===== src/design/fdc_cmd_consts.vh =====
/*
  Constants for the floppy command interpreter: opcodes, byte counts,
  field positions, reset defaults and timing counts.
  Assumes a 40 MHz core clock.
*/
`ifndef FDC_CMD_CONSTS_VH
`define FDC_CMD_CONSTS_VH
`define OPC_CONFIGURE 8'h13
`define OPC_DUMP 8'h0e
`define OPC_FORMAT_LOW 7'h0d
`define OPC_READ_LOW 5'h06
`define OPC_WRITE_LOW 6'h05
`define CFG_BYTES 3'h4
`define FMT_BYTES 3'h6
`define DUMP_RESULT_BYTES 4'ha
`define FMT_RESULT_BYTES 4'h7
`define ST0_INVALID 8'h80
`define FMT_DENSITY_BIT 6
`define FMT_HEAD_BIT 2
`define DEF_IMPLIED_SEEK 1'b0
`define DEF_FIFO_DISABLE 1'b1
`define DEF_POLL_DISABLE 1'b0
`define DEF_TRIGGER 4'h0
`define DEF_PRECOMP 8'h00
`define POLL_WINDOW_NS 500000
`define CLK_PERIOD_NS 25
`define POLL_WINDOW_CYC (`POLL_WINDOW_NS / `CLK_PERIOD_NS)
`define IDS_PER_SECTOR 3'h4
`endif


===== src/design/fdc_cmd_interp.v =====
/*
  Command interpreter for configure, parameter dump and format track.
  Assumes command bytes arrive one per valid cycle from same-clock logic,
  and other-command and specify values are plain inputs; index is synchronised.
*/
`timescale 1ns/1ps
`include "fdc_cmd_consts.vh"

// Behaviour
// - configure: opcode, zero byte, mode byte, precomp byte; no result
// - hardware reset returns every configure field to default
// - implied-seek field drives seek-before-access output
// - fifo field 0 enables, default 1; soft reset keeps it if latched
// - poll-disable within 500 us of reset suppresses the reset interrupt
// - four-bit trigger level; soft reset clears it unless latched
// - eight-bit precomp start cylinder; soft reset clears it unless latched
// - dump: one opcode byte, then exactly ten result bytes
// - dump bytes one to four are present-track values of units 0-3
// - byte five step/motor-off, byte six motor-on and dma bit
// - byte seven sectors-per-track after format, else last sector number
// - byte eight: latch, 0, perp flags, spacing and write-gate selects
// - bytes nine and ten repeat configure mode byte and precomp cylinder
// - dumped parameters take defaults after reset unless latch protects them
// - format writing starts only after first index pulse
// - opcode bit six selects density encoding for the track
// - layout follows iso select and perpendicular selects
// - format: opcode, head/unit, size code, sectors, gap, filler
// - every sector data field filled with the filler byte
// - format ends on second index, interrupts, seven result bytes
// - unknown opcode gives single result byte 80h, no execution
// - hardware reset clears latch; clear latch lets soft reset restore
module fdc_cmd_interp #(
  parameter POLL_WINDOW = `POLL_WINDOW_CYC
) (
  // clock and resets
  input wire clk,
  input wire resetn,
  input wire soft_reset,
  // command bytes from host
  input wire cmd_valid,
  output wire cmd_ready,
  input wire [7:0] cmd_data,
  // result bytes to host
  output wire res_valid,
  input wire res_ready,
  output wire [7:0] res_data,
  // state kept by other commands
  input wire retention_latch,
  input wire [31:0] present_track_value,
  input wire [7:0] specify_step_motor_off,
  input wire [7:0] specify_motor_on_dma,
  input wire [3:0] perp_unit_flags,
  input wire perp_spacing_select,
  input wire perp_write_gate_select,
  input wire iso_format_select,
  input wire last_sector_number_strobe,
  input wire [7:0] last_sector_number,
  input wire [7:0] fmt_status0,
  input wire [7:0] fmt_status1,
  input wire [7:0] fmt_status2,
  // track side
  input wire index_pulse,
  // configuration outputs
  output reg implied_seek_enable,
  output reg fifo_disable,
  output reg poll_disable,
  output reg [3:0] fifo_trigger_level,
  output reg [7:0] precomp_start_cylinder,
  output reg poll_irq,
  // format execution
  output reg fmt_active,
  output reg fmt_writing,
  output reg fmt_density,
  output reg fmt_iso,
  output reg fmt_perp,
  output reg fmt_head,
  output reg [1:0] fmt_unit,
  output reg [7:0] fmt_size_code,
  output reg [7:0] fmt_gap,
  output reg [7:0] fmt_filler,
  output reg [7:0] fmt_id_byte,
  output reg fmt_id_strobe,
  output reg fmt_done_irq,
  output reg busy
);
  localparam ST_OPC = 3'd0;
  localparam ST_PARAM = 3'd1;
  localparam ST_FMT_WAIT = 3'd2;
  localparam ST_FMT_RUN = 3'd3;
  localparam ST_RESULT = 3'd4;

  localparam K_CFG = 2'd0;
  localparam K_FMT = 2'd1;
  localparam K_DUMP = 2'd2;
  localparam K_BAD = 2'd3;

  reg [2:0] state_r;
  reg cmd_ready_r;
  reg [1:0] kind_r;
  reg [2:0] pcount_r;
  reg [3:0] rindex_r;
  reg [7:0] mode_byte_r;
  reg [7:0] sectors_r;
  reg [7:0] sector_view_r;
  reg [7:0] sectors_left_r;
  reg [1:0] id_count_r;
  reg [22:0] poll_timer_r;
  reg poll_window_r;
  reg [2:0] index_sync_r;
  reg index_prev_r;
  wire index_level;
  wire index_rise;
  reg [7:0] res_byte;
  reg res_push;
  wire res_room;

  // index is a pin: three stages, change seen when last two agree
  assign index_level = index_sync_r[1] & index_sync_r[2];
  assign index_rise = index_level & ~index_prev_r;

  // ready for opcode and parameter bytes while idle or collecting, and for id bytes;
  // updated beside state_r so the port comes straight from a flop
  assign cmd_ready = cmd_ready_r;

  byte_skid_buffer #(
    .WIDTH(8)
  ) result_buf (
    .clk(clk),
    .resetn(resetn),
    .in_valid(res_push),
    .in_ready(res_room),
    .in_data(res_byte),
    .out_valid(res_valid),
    .out_ready(res_ready),
    .out_data(res_data)
  );

  always @*
  begin
    res_byte = 8'h00;
    case (kind_r)
      K_DUMP:
      begin
        case (rindex_r)
          4'd0: res_byte = present_track_value[7:0];
          4'd1: res_byte = present_track_value[15:8];
          4'd2: res_byte = present_track_value[23:16];
          4'd3: res_byte = present_track_value[31:24];
          4'd4: res_byte = specify_step_motor_off;
          4'd5: res_byte = specify_motor_on_dma;
          4'd6: res_byte = sector_view_r;
          4'd7: res_byte = {retention_latch, 1'b0, perp_unit_flags,
            perp_spacing_select, perp_write_gate_select};
          4'd8: res_byte = {1'b0, implied_seek_enable, fifo_disable,
            poll_disable, fifo_trigger_level};
          4'd9: res_byte = precomp_start_cylinder;
          default: res_byte = 8'h00;
        endcase
      end
      K_FMT:
      begin
        case (rindex_r)
          4'd0: res_byte = fmt_status0;
          4'd1: res_byte = fmt_status1;
          4'd2: res_byte = fmt_status2;
          default: res_byte = 8'h00;
        endcase
      end
      K_BAD: res_byte = `ST0_INVALID;
      default: res_byte = 8'h00;
    endcase
  end

  always @*
  begin
    res_push = (state_r == ST_RESULT) && res_room;
  end

  always @(posedge clk)
  begin
    if (!resetn)
    begin
      index_sync_r <= 3'b000;
      index_prev_r <= 1'b0;
    end
    else
    begin
      index_sync_r <= {index_sync_r[1:0], index_pulse};
      if (index_sync_r[1] == index_sync_r[2])
        index_prev_r <= index_level;
    end
  end

  always @(posedge clk)
  begin
    if (!resetn)
    begin
      // hardware reset defaults for every field
      implied_seek_enable <= `DEF_IMPLIED_SEEK;
      fifo_disable <= `DEF_FIFO_DISABLE;
      poll_disable <= `DEF_POLL_DISABLE;
      fifo_trigger_level <= `DEF_TRIGGER;
      precomp_start_cylinder <= `DEF_PRECOMP;
      sector_view_r <= 8'h00;
      poll_timer_r <= 23'd0;
      poll_window_r <= 1'b1;
      poll_irq <= 1'b0;
      state_r <= ST_OPC;
      cmd_ready_r <= 1'b1;
      kind_r <= K_CFG;
      pcount_r <= 3'd0;
      rindex_r <= 4'd0;
      mode_byte_r <= 8'h00;
      sectors_r <= 8'h00;
      sectors_left_r <= 8'h00;
      id_count_r <= 2'd0;
      fmt_active <= 1'b0;
      fmt_writing <= 1'b0;
      fmt_density <= 1'b0;
      fmt_iso <= 1'b0;
      fmt_perp <= 1'b0;
      fmt_head <= 1'b0;
      fmt_unit <= 2'd0;
      fmt_size_code <= 8'h00;
      fmt_gap <= 8'h00;
      fmt_filler <= 8'h00;
      fmt_id_byte <= 8'h00;
      fmt_id_strobe <= 1'b0;
      fmt_done_irq <= 1'b0;
      busy <= 1'b0;
    end
    else if (soft_reset)
    begin
      // latch clear lets soft reset restore fifo fields
      if (!retention_latch)
      begin
        fifo_disable <= `DEF_FIFO_DISABLE;
        fifo_trigger_level <= `DEF_TRIGGER;
        precomp_start_cylinder <= `DEF_PRECOMP;
      end
      implied_seek_enable <= `DEF_IMPLIED_SEEK;
      poll_disable <= `DEF_POLL_DISABLE;
      sector_view_r <= 8'h00;
      poll_timer_r <= 23'd0;
      poll_window_r <= 1'b1;
      poll_irq <= 1'b0;
      state_r <= ST_OPC;
      cmd_ready_r <= 1'b1;
      pcount_r <= 3'd0;
      fmt_active <= 1'b0;
      fmt_writing <= 1'b0;
      fmt_id_strobe <= 1'b0;
      fmt_done_irq <= 1'b0;
      busy <= 1'b0;
    end
    else
    begin
      fmt_id_strobe <= 1'b0;
      fmt_done_irq <= 1'b0;
      // polling interrupt at window end unless disabled in time
      if (poll_window_r)
      begin
        if (poll_timer_r == POLL_WINDOW[22:0] - 23'd1)
        begin
          poll_window_r <= 1'b0;
          poll_irq <= ~poll_disable;
        end
        else
          poll_timer_r <= poll_timer_r + 23'd1;
      end
      // a newer read or write replaces the sector view
      if (last_sector_number_strobe)
        sector_view_r <= last_sector_number;
      case (state_r)
        ST_OPC:
        begin
          if (cmd_valid)
          begin
            busy <= 1'b1;
            pcount_r <= 3'd1;
            rindex_r <= 4'd0;
            // decode opcode and set expected byte count
            if (cmd_data == `OPC_CONFIGURE)
            begin
              kind_r <= K_CFG;
              state_r <= ST_PARAM;
            end
            else if (cmd_data == `OPC_DUMP)
            begin
              // no parameters, straight to ten results
              kind_r <= K_DUMP;
              state_r <= ST_RESULT;
              cmd_ready_r <= 1'b0;
            end
            else if ({cmd_data[7], cmd_data[5:0]} == `OPC_FORMAT_LOW)
            begin
              kind_r <= K_FMT;
              fmt_density <= cmd_data[`FMT_DENSITY_BIT];
              state_r <= ST_PARAM;
            end
            else
            begin
              kind_r <= K_BAD;
              state_r <= ST_RESULT;
              cmd_ready_r <= 1'b0;
            end
          end
          else
            busy <= 1'b0;
        end
        ST_PARAM:
        begin
          if (cmd_valid)
          begin
            pcount_r <= pcount_r + 3'd1;
            if (kind_r == K_CFG)
            begin
              // byte 2 mode fields, byte 3 precomp
              if (pcount_r == 3'd2)
                mode_byte_r <= cmd_data;
              if (pcount_r == `CFG_BYTES - 3'd1)
              begin
                implied_seek_enable <= mode_byte_r[6];
                fifo_disable <= mode_byte_r[5];
                poll_disable <= mode_byte_r[4];
                fifo_trigger_level <= mode_byte_r[3:0];
                precomp_start_cylinder <= cmd_data;
                // disable in time: the reset interrupt never fires
                if (poll_window_r && mode_byte_r[4])
                  poll_window_r <= 1'b0;
                state_r <= ST_OPC;
              end
            end
            else
            begin
              case (pcount_r)
                3'd1:
                begin
                  fmt_head <= cmd_data[`FMT_HEAD_BIT];
                  fmt_unit <= cmd_data[1:0];
                end
                3'd2: fmt_size_code <= cmd_data;
                3'd3: sectors_r <= cmd_data;
                3'd4: fmt_gap <= cmd_data;
                default:
                begin
                  // filler byte for every data field
                  fmt_filler <= cmd_data;
                  // layout selects latched for the track
                  fmt_iso <= iso_format_select;
                  fmt_perp <= perp_write_gate_select | perp_spacing_select;
                  fmt_active <= 1'b1;
                  sector_view_r <= sectors_r;
                  sectors_left_r <= sectors_r;
                  id_count_r <= 2'd0;
                  state_r <= ST_FMT_WAIT;
                  cmd_ready_r <= 1'b0;
                end
              endcase
            end
          end
        end
        ST_FMT_WAIT:
        begin
          // no writing before the index hole
          if (index_rise)
          begin
            fmt_writing <= 1'b1;
            state_r <= ST_FMT_RUN;
            cmd_ready_r <= 1'b1;
          end
        end
        ST_FMT_RUN:
        begin
          // four id bytes per sector from host
          if (cmd_valid && sectors_left_r != 8'h00)
          begin
            fmt_id_byte <= cmd_data;
            fmt_id_strobe <= 1'b1;
            id_count_r <= id_count_r + 2'd1;
            if (id_count_r == 2'd3)
              sectors_left_r <= sectors_left_r - 8'h01;
          end
          if (index_rise)
          begin
            fmt_writing <= 1'b0;
            fmt_active <= 1'b0;
            fmt_done_irq <= 1'b1;
            rindex_r <= 4'd0;
            state_r <= ST_RESULT;
            cmd_ready_r <= 1'b0;
          end
        end
        ST_RESULT:
        begin
          if (res_room)
          begin
            rindex_r <= rindex_r + 4'd1;
            if ((kind_r == K_BAD) ||
                (kind_r == K_DUMP && rindex_r == `DUMP_RESULT_BYTES - 4'd1) ||
                (kind_r == K_FMT && rindex_r == `FMT_RESULT_BYTES - 4'd1))
            begin
              state_r <= ST_OPC;
              cmd_ready_r <= 1'b1;
            end
          end
        end
        default:
        begin
          state_r <= ST_OPC;
          cmd_ready_r <= 1'b1;
        end
      endcase
    end
  end
endmodule


===== src/design/byte_skid_buffer.v =====
/*
  Two-entry buffer with valid/ready on both sides; output data registered.
  Assumes a single clock and synchronous active-low reset.
*/
`timescale 1ns/1ps
module byte_skid_buffer #(
  parameter WIDTH = 8
) (
  // clock and reset
  input wire clk,
  input wire resetn,
  // fill side
  input wire in_valid,
  output wire in_ready,
  input wire [WIDTH-1:0] in_data,
  // drain side
  output reg out_valid,
  input wire out_ready,
  output reg [WIDTH-1:0] out_data
);
  reg [WIDTH-1:0] spare_r;
  reg spare_valid_r;

  assign in_ready = ~spare_valid_r;

  always @(posedge clk)
  begin
    if (!resetn)
    begin
      out_valid <= 1'b0;
      out_data <= {WIDTH{1'b0}};
      spare_valid_r <= 1'b0;
      spare_r <= {WIDTH{1'b0}};
    end
    else
    begin
      if (!out_valid || out_ready)
      begin
        if (spare_valid_r)
        begin
          out_valid <= 1'b1;
          out_data <= spare_r;
          spare_valid_r <= 1'b0;
        end
        else
        begin
          out_valid <= in_valid;
          if (in_valid)
            out_data <= in_data;
        end
      end
      else if (in_valid && !spare_valid_r)
      begin
        // head stalled: park the word instead of dropping it
        spare_r <= in_data;
        spare_valid_r <= 1'b1;
      end
    end
  end
endmodule


===== config.mk =====
export PLATFORM = sky130hd
export DESIGN_NAME = fdc_cmd_interp
export DESIGN_NICKNAME = d
export VERILOG_FILES = /design/src/design/fdc_cmd_interp.v /design/src/design/byte_skid_buffer.v
export VERILOG_INCLUDE_DIRS = /design/src /design/src/design
export SDC_FILE = /design/constraint.sdc
export NUM_CORES = 1
export LEC_CHECK = 0
export BUFFER_PORTS_ARGS = -buffer_cell sky130_fd_sc_hd__buf_2
export CAP_MARGIN = 20
export CORE_MARGIN = 5
export CORE_UTILIZATION = 50
export DETAILED_ROUTE_END_ITERATION = 16
export PLACE_DENSITY = 0.75
export SYNTH_ARGS = -nofsm -noshare
export SYNTH_HDL_FRONTEND = slang
export SYNTH_SLANG_ARGS = --single-unit

===== constraint.sdc =====
create_clock -name clk -period 4.4 [get_ports clk]
set_clock_uncertainty 0.1 [all_clocks]
set_input_delay 0.88 -clock clk [delete_from_list [all_inputs] [get_ports clk]]
set_output_delay 0.88 -clock clk [all_outputs]
set_load 0.01 [all_outputs]

* Yosys cells after proc, flatten, opt, wreduce, memory -nomap -nowiden *
Cells that the tools add are included.

operators by class
  $add $sub $neg = 5
  equality and inequality tests = 41
  multiplexer cells = 90
  bitwise operators = 15
  reduce and logical (&&, ||, !) cells = 51

operator list
  kind                   number
  $mux 8                 18
  $pmux 8 s10            1
  $pmux 8 s3             2
  $reduce_and 5->1       9
  $mux 3                 14
  $mux 4                 9
  $mux 1                 31
  $add 23x1->23 const B  1
  $eq 23x15->1 const B   1
  $ne 2x2->1 const B     11
  $eq 4x3->1 const B     4
  $pmux 8 s2             1
  $reduce_bool 2->1      8
  $pmux 3 s5             1
  $mux 2                 7
  $eq 3x2->1 const B     4
  $not 1->1              12
  $pmux 4 s3             1
  $reduce_and 3->1       4
  $reduce_and 6->1       2
  $reduce_and 10->1      1
  $ne 3x3->1 const B     3
  $eq 4x2->1 const B     2
  $eq 4x4->1 const B     2
  other kinds (35)       53

word-level totals
  register bits = 151
  input bits = 103
  output and inout bits = 69

* Longest topological paths before layout *
  word-level depth = 8
  gate-level depth with buffers = 9
  depth with buffers taken out = 7

* Hierarchy *
Synthesis repeated with hierarchy kept, for this count alone.

unflattened totals
  cell total of the unflattened synthesis = 871
  area total of the unflattened synthesis = 7526.0 µm²

by module, submodules not included
  module            times used  cells each  area an instance (µm²)  sequential area each (µm²)
  fdc_cmd_interp    1           798         6739.0                  2662.6
  byte_skid_buffer  1           73          787.0                   360.3

* Worst setup path before layout *
OpenSTA, ideal clock, no wires.

  path type = input-to-reg
  from = in cmd_data[1]
  to = reg state_r[0]
  library setup time = 0.095 ns
  arrival = 2.162 ns
  required time = 4.205 ns
  slack = 2.043 ns
  cell stages on the path = 5
  buffers on the path = 1
  cell sequence = clkbuf_1 -> or4b_1 -> o22ai_1 -> o21ai_1 -> a221oi_1

between the ends
  cells in the longest elaborated chain, start to end = 6
  elaborated cells between the ends (all ways) = 8
  those cells by class = eq/ne: 3; mux: 5

ends and longest elaborated chain
  element                      line                  text
  start: declaration           fdc_cmd_interp.v:42   input wire [7:0] cmd_data,
  $eq 7x4->1 (no source line)  --
  $mux 3                       fdc_cmd_interp.v:295  else if ({cmd_data[7], cmd_data[5:0]} == `OPC_FORMAT_LOW)
  $mux 3                       fdc_cmd_interp.v:288  else if (cmd_data == `OPC_DUMP)
  $mux 3 (*)                   fdc_cmd_interp.v:283  if (cmd_data == `OPC_CONFIGURE)
  $mux 3 (*)                   fdc_cmd_interp.v:277  if (cmd_valid)
  $pmux 3 s5 (*)               fdc_cmd_interp.v:274  case (state_r)
  end signal: assignment       fdc_cmd_interp.v:286  state_r <= ST_PARAM;
  end signal: assignment       fdc_cmd_interp.v:292  state_r <= ST_RESULT;
  end signal: assignment       fdc_cmd_interp.v:299  state_r <= ST_PARAM;
  end: declaration             fdc_cmd_interp.v:97   reg [2:0] state_r;

Every way passes the cells marked *; elsewhere a longest branch is shown, timed or not. The select of a mux whose other input is x is not followed.
A chain may end at the register's enable or synchronous reset.

* Final worst setup path *
  from = reg rindex_r[0]
  to = reg result_buf.out_data[2]

between the ends
  cells in the longest elaborated chain, start to end = 5
  elaborated cells between the ends (all ways) = 15
  those cells by class = eq/ne: 9; mux: 5; reduce/logical: 1

ends and longest elaborated chain
  element                                    line                                        text
  start: declaration                         fdc_cmd_interp.v:101                        reg [3:0] rindex_r;
  start signal: assignment                   fdc_cmd_interp.v:398                        rindex_r <= rindex_r + 4'd1;
  $eq 4x4->1, or another cell as far along   fdc_cmd_interp.v:144                        case (rindex_r)
  $pmux 8 s10 or $pmux 8 s3 (tied branches)  fdc_cmd_interp.v:144, fdc_cmd_interp.v:162
  $pmux 8 s3 (*)                             fdc_cmd_interp.v:141                        case (kind_r)
  $mux 8 (*)                                 byte_skid_buffer.v:48                       if (in_valid)
  $mux 8 (*)                                 byte_skid_buffer.v:39                       if (spare_valid_r)
  end signal: assignment                     byte_skid_buffer.v:31                       out_data <= {WIDTH{1'b0}};
  end signal: assignment                     byte_skid_buffer.v:42                       out_data <= spare_r;
  end signal: assignment                     byte_skid_buffer.v:49                       out_data <= in_data;
  end: declaration                           byte_skid_buffer.v:19                       output reg [WIDTH-1:0] out_data

Marks and branches as above.

==> key figures <==
Routing
  – Router iterations before antenna repair: 10
  – Post-Route WL: 21.80 mm
  – Number of routed nets with antenna violations: 0
  – Initial DRC Count: 819
  – Highest routed metal layer: met4
  – Via density: 5.989
  – Detailed-route DRC error count: 0
  – Met2 WL: 10.14 mm
  – Vias: 7,097
  – WL/cell: 18.40 um
  – Metal3 WL: 1.860 mm
  – Routed met1 length: 9.450 mm

Yosys
  – Main combinational cell family by area after synthesis: simple AND/OR/NAND/NOR gates
  – Cells after Synth: 860
  – Unique cell type count in the Yosys netlist: 72
  – Async set-reset flop share out of synthesis: 0%
  – Top cell type's share of synthesized area: 40.39%
  – Synth Area in Compound Gates: 19.21%
  – Cell taking the most area after synthesis: dfxtp_1
  – Simple-gate share of the synthesized area: 22.53%
  – XOR/XNOR share of the synthesized area: 2.457%
  – Yosys reg bits: 151
  – Avg Cell Area, Syn: 8.703 sq um
  – Syn Nets: 978
  – Sequential share of the synthesized area: 40.39%
  – Mux share of post-synthesis cell area: 8.308%
  – Synth Flop Type: dfxtp_1
  – Synth warn: 0
  – Ranking of synthesized cells by area: dfxtp_1 40%, mux2i_1 8.2%, nor2_1 5.4%, a21oi_1 3.3%, nand2_1 2.6%
  – Number of synthesized flops with an enable pin: 0
  – Adder-cell area share of the yosys netlist: 2.508%
  – Mapped cell area: 7485 sq um

Timing
  – Final period util: 68.30%
  – Setup tns final: 0 ps
  – Fmax: 0.3328 GHz
  – Setup Viol. Count Final: 0
  – Worst slew margin: 28.83%
  – Worst slew pin tran: 1059 ps
  – Fin. max-slew vios: 0
  – Min Tclk post-route: 3005 ps
  – Final Hold Viols: 0
  – RSZ-0062 raised after global routing: false

Power
  – Pleak: 3.708 nW
  – Pwr per Cell Area: 347.2 nW/um^2
  – Max IR drop VDD: 0.2959 mV
  – Total power: 3.098 mW

Layout
  – Layout cells sized above 1: 22.68%
  – Max reg flops: 23
  – Finished Core Util: 61.15%
  – Antenna Cells: 0
  – Most flops, register: poll_timer_r
  – Layout overhead on the synthesized area: 19.19%
  – Most common cell after layout, fill and taps aside: buf_2
  – Nets: 1,106
  – Fillers: 1,265
  – Fin cells: 1,185
  – Commonest non-fill, non-tap cells in the layout: 171 x buf_2, 151 x dfxtp_1, 108 x nor2_1
  – Final Cell Area: 8921 sq um

Clock network
  – Num CTS Buffers: 17
  – CTS tree: yes
  – Setup bufs post-CTS: 0
  – Clock sinks: 151
  – Cts hold-fix bufs: 0
  – CTS H-tree lvls: 4
  – Worst-case clock buffer depth: 2
  – CTS Root Cell: clkbuf_16
  – CTS clk-pin slew, worst paths: 60 ps
  – Clk Latency, worst-skew pair: 420 ps
  – Post_cts resized: 0

Setup path
  – CP Cell Sequence: inv_1 > ha_1 > nor3_1 > nor3_1 > or4b_1 > o22ai_1 > o22ai_1
  – CP Launch Point: rindex_r[0]
  – Slowest cell on the critical path: nor3_1
  – Reg2reg start: rindex_r[0]
  – R2R Path End: result_buf.out_data[2]
  – Crit path kind: flop to flop
  – Worst-path maximum fanout: 21
  – Data required, critical path: 4580 ps
  – WP buf/inv: 1
  – Startpoint Class: flop
  – Crit end category: flop
  – Reg2reg setup slack: 1390 ps
  – Worst R2R Path Depth: 7
  – CP arrival: 3180 ps
  – Delay-heaviest family, CP: simple AND/OR/NAND/NOR gates
  – CP max stage delay: 700 ps

Run status
  – Status: finished clean

Floorplanning
  – Row count: 44
  – Starting Density: 51.30%
  – Die Height: 132.4 um
  – Die area: 17,520 sq um
  – # IOs: 172
  – CORE AREA: 14,590 sq um
  – Die Wd: 132.4 um

GRT
  – First-pass GRT wire length: 34.87 mm
  – Number of global-route vias before repair: 6,601
  – Antenna violations before repair: 0
  – Largest net degree at the start of global routing: 50
  – Grt ovf: 0
  – Overall global routing resource usage: 24.08%

Placement
  – PortBufs: 171
  – Gpl congestion: 0.9097
  – Dpl cell area: 8317 sq um
  – Hpwl dp: 15.45 mm
  – Placed Cells: 1,153

Min path
  – Hold path startpoint: index_sync_r[0]
  – Worst Hold Class: flop to flop
  – Worst Hold Path Cells: 1
  – Hold endpoint: index_sync_r[1]

Job
  – Max-cap violation count: 0
-- worst max path at each step --
stage | cells past startpoint | endpoint | slack, ps
CTS | 7 | result_buf.out_data[2] | 1440
floorplan | 5 | state_r[0] | 2040
finish | 7 | result_buf.out_data[2] | 1390
detailed placement | 6 | fmt_gap[0] | 1290
global placement | 6 | fmt_gap[3] | 1340
global route | 7 | result_buf.spare_r[2] | 1200
-- per-layer routing --
layer	track usage, %	up-vias
met1	32.65	3350
met3	6.565	27
met2	37.63	297
met4	7.070	0
met5	0	-
li1	-	3423
-- per-stage QoR --
stage | hold WS, ps | setup slack [ps]
final | 345.5 | 1395
after global routing | 369.3 | 1202
after CTS | 350.0 | 1445
after detailed placement | 331.1 | 1287
after global placement | 315.0 | 1336
after floorplan | 311.9 | 2043
-- Yosys cell counts (9+ instances only) --
library cell,n
a21oi_1,49
ha_1,15
nand2_1,51
a22oi_1,17
clkbuf_1,31
a22o_1,16
or3_1,11
o211ai_1,9
nand2b_1,12
a211oi_1,14
buf_1,10
o21ai_0,31
nor3_1,19
xor2_1,14
nand3_1,32
nor4_1,14
mux2i_1,61
nor2_1,108
buf_2,23
o22ai_1,9
a222oi_1,12
and3_1,14
inv_1,13
nand4_1,12
dfxtp_1,151
-- final cells by class --
cell class              instances  area (sq um)  share of cell area (%)
multi-input cells             628          4118                   46.16
flip-flops and latches        151          3023                   33.88
repair buffers                176         893.4                   10.01
clock buffers                  21         460.4                   5.161
well taps                     184         230.2                   2.581
clock inverters                11         143.9                   1.613
inverters                      14         52.55                  0.5891
-- cell families (layout without fill, tap and decap cells) --
logic type,after synthesis,count (layout)
buffers and inverters,81,222
adder cells (fa/ha/maj),15,15
AND/OR/NAND/NOR,324,324
multiplexers,62,62
flip-flops,151,151
AO/OA/AOI/OAI,206,206
XOR/XNOR,21,21
-- where the power goes --
part           switching, mW  total [mW]  internal, mW
Clock                  0.573        1.50         0.924
Sequential            0.0147        1.39          1.38
Combinational          0.122       0.207        0.0854
Total                  0.710        3.10          2.39
No activity file was read; power rests on OpenSTA's default activity.
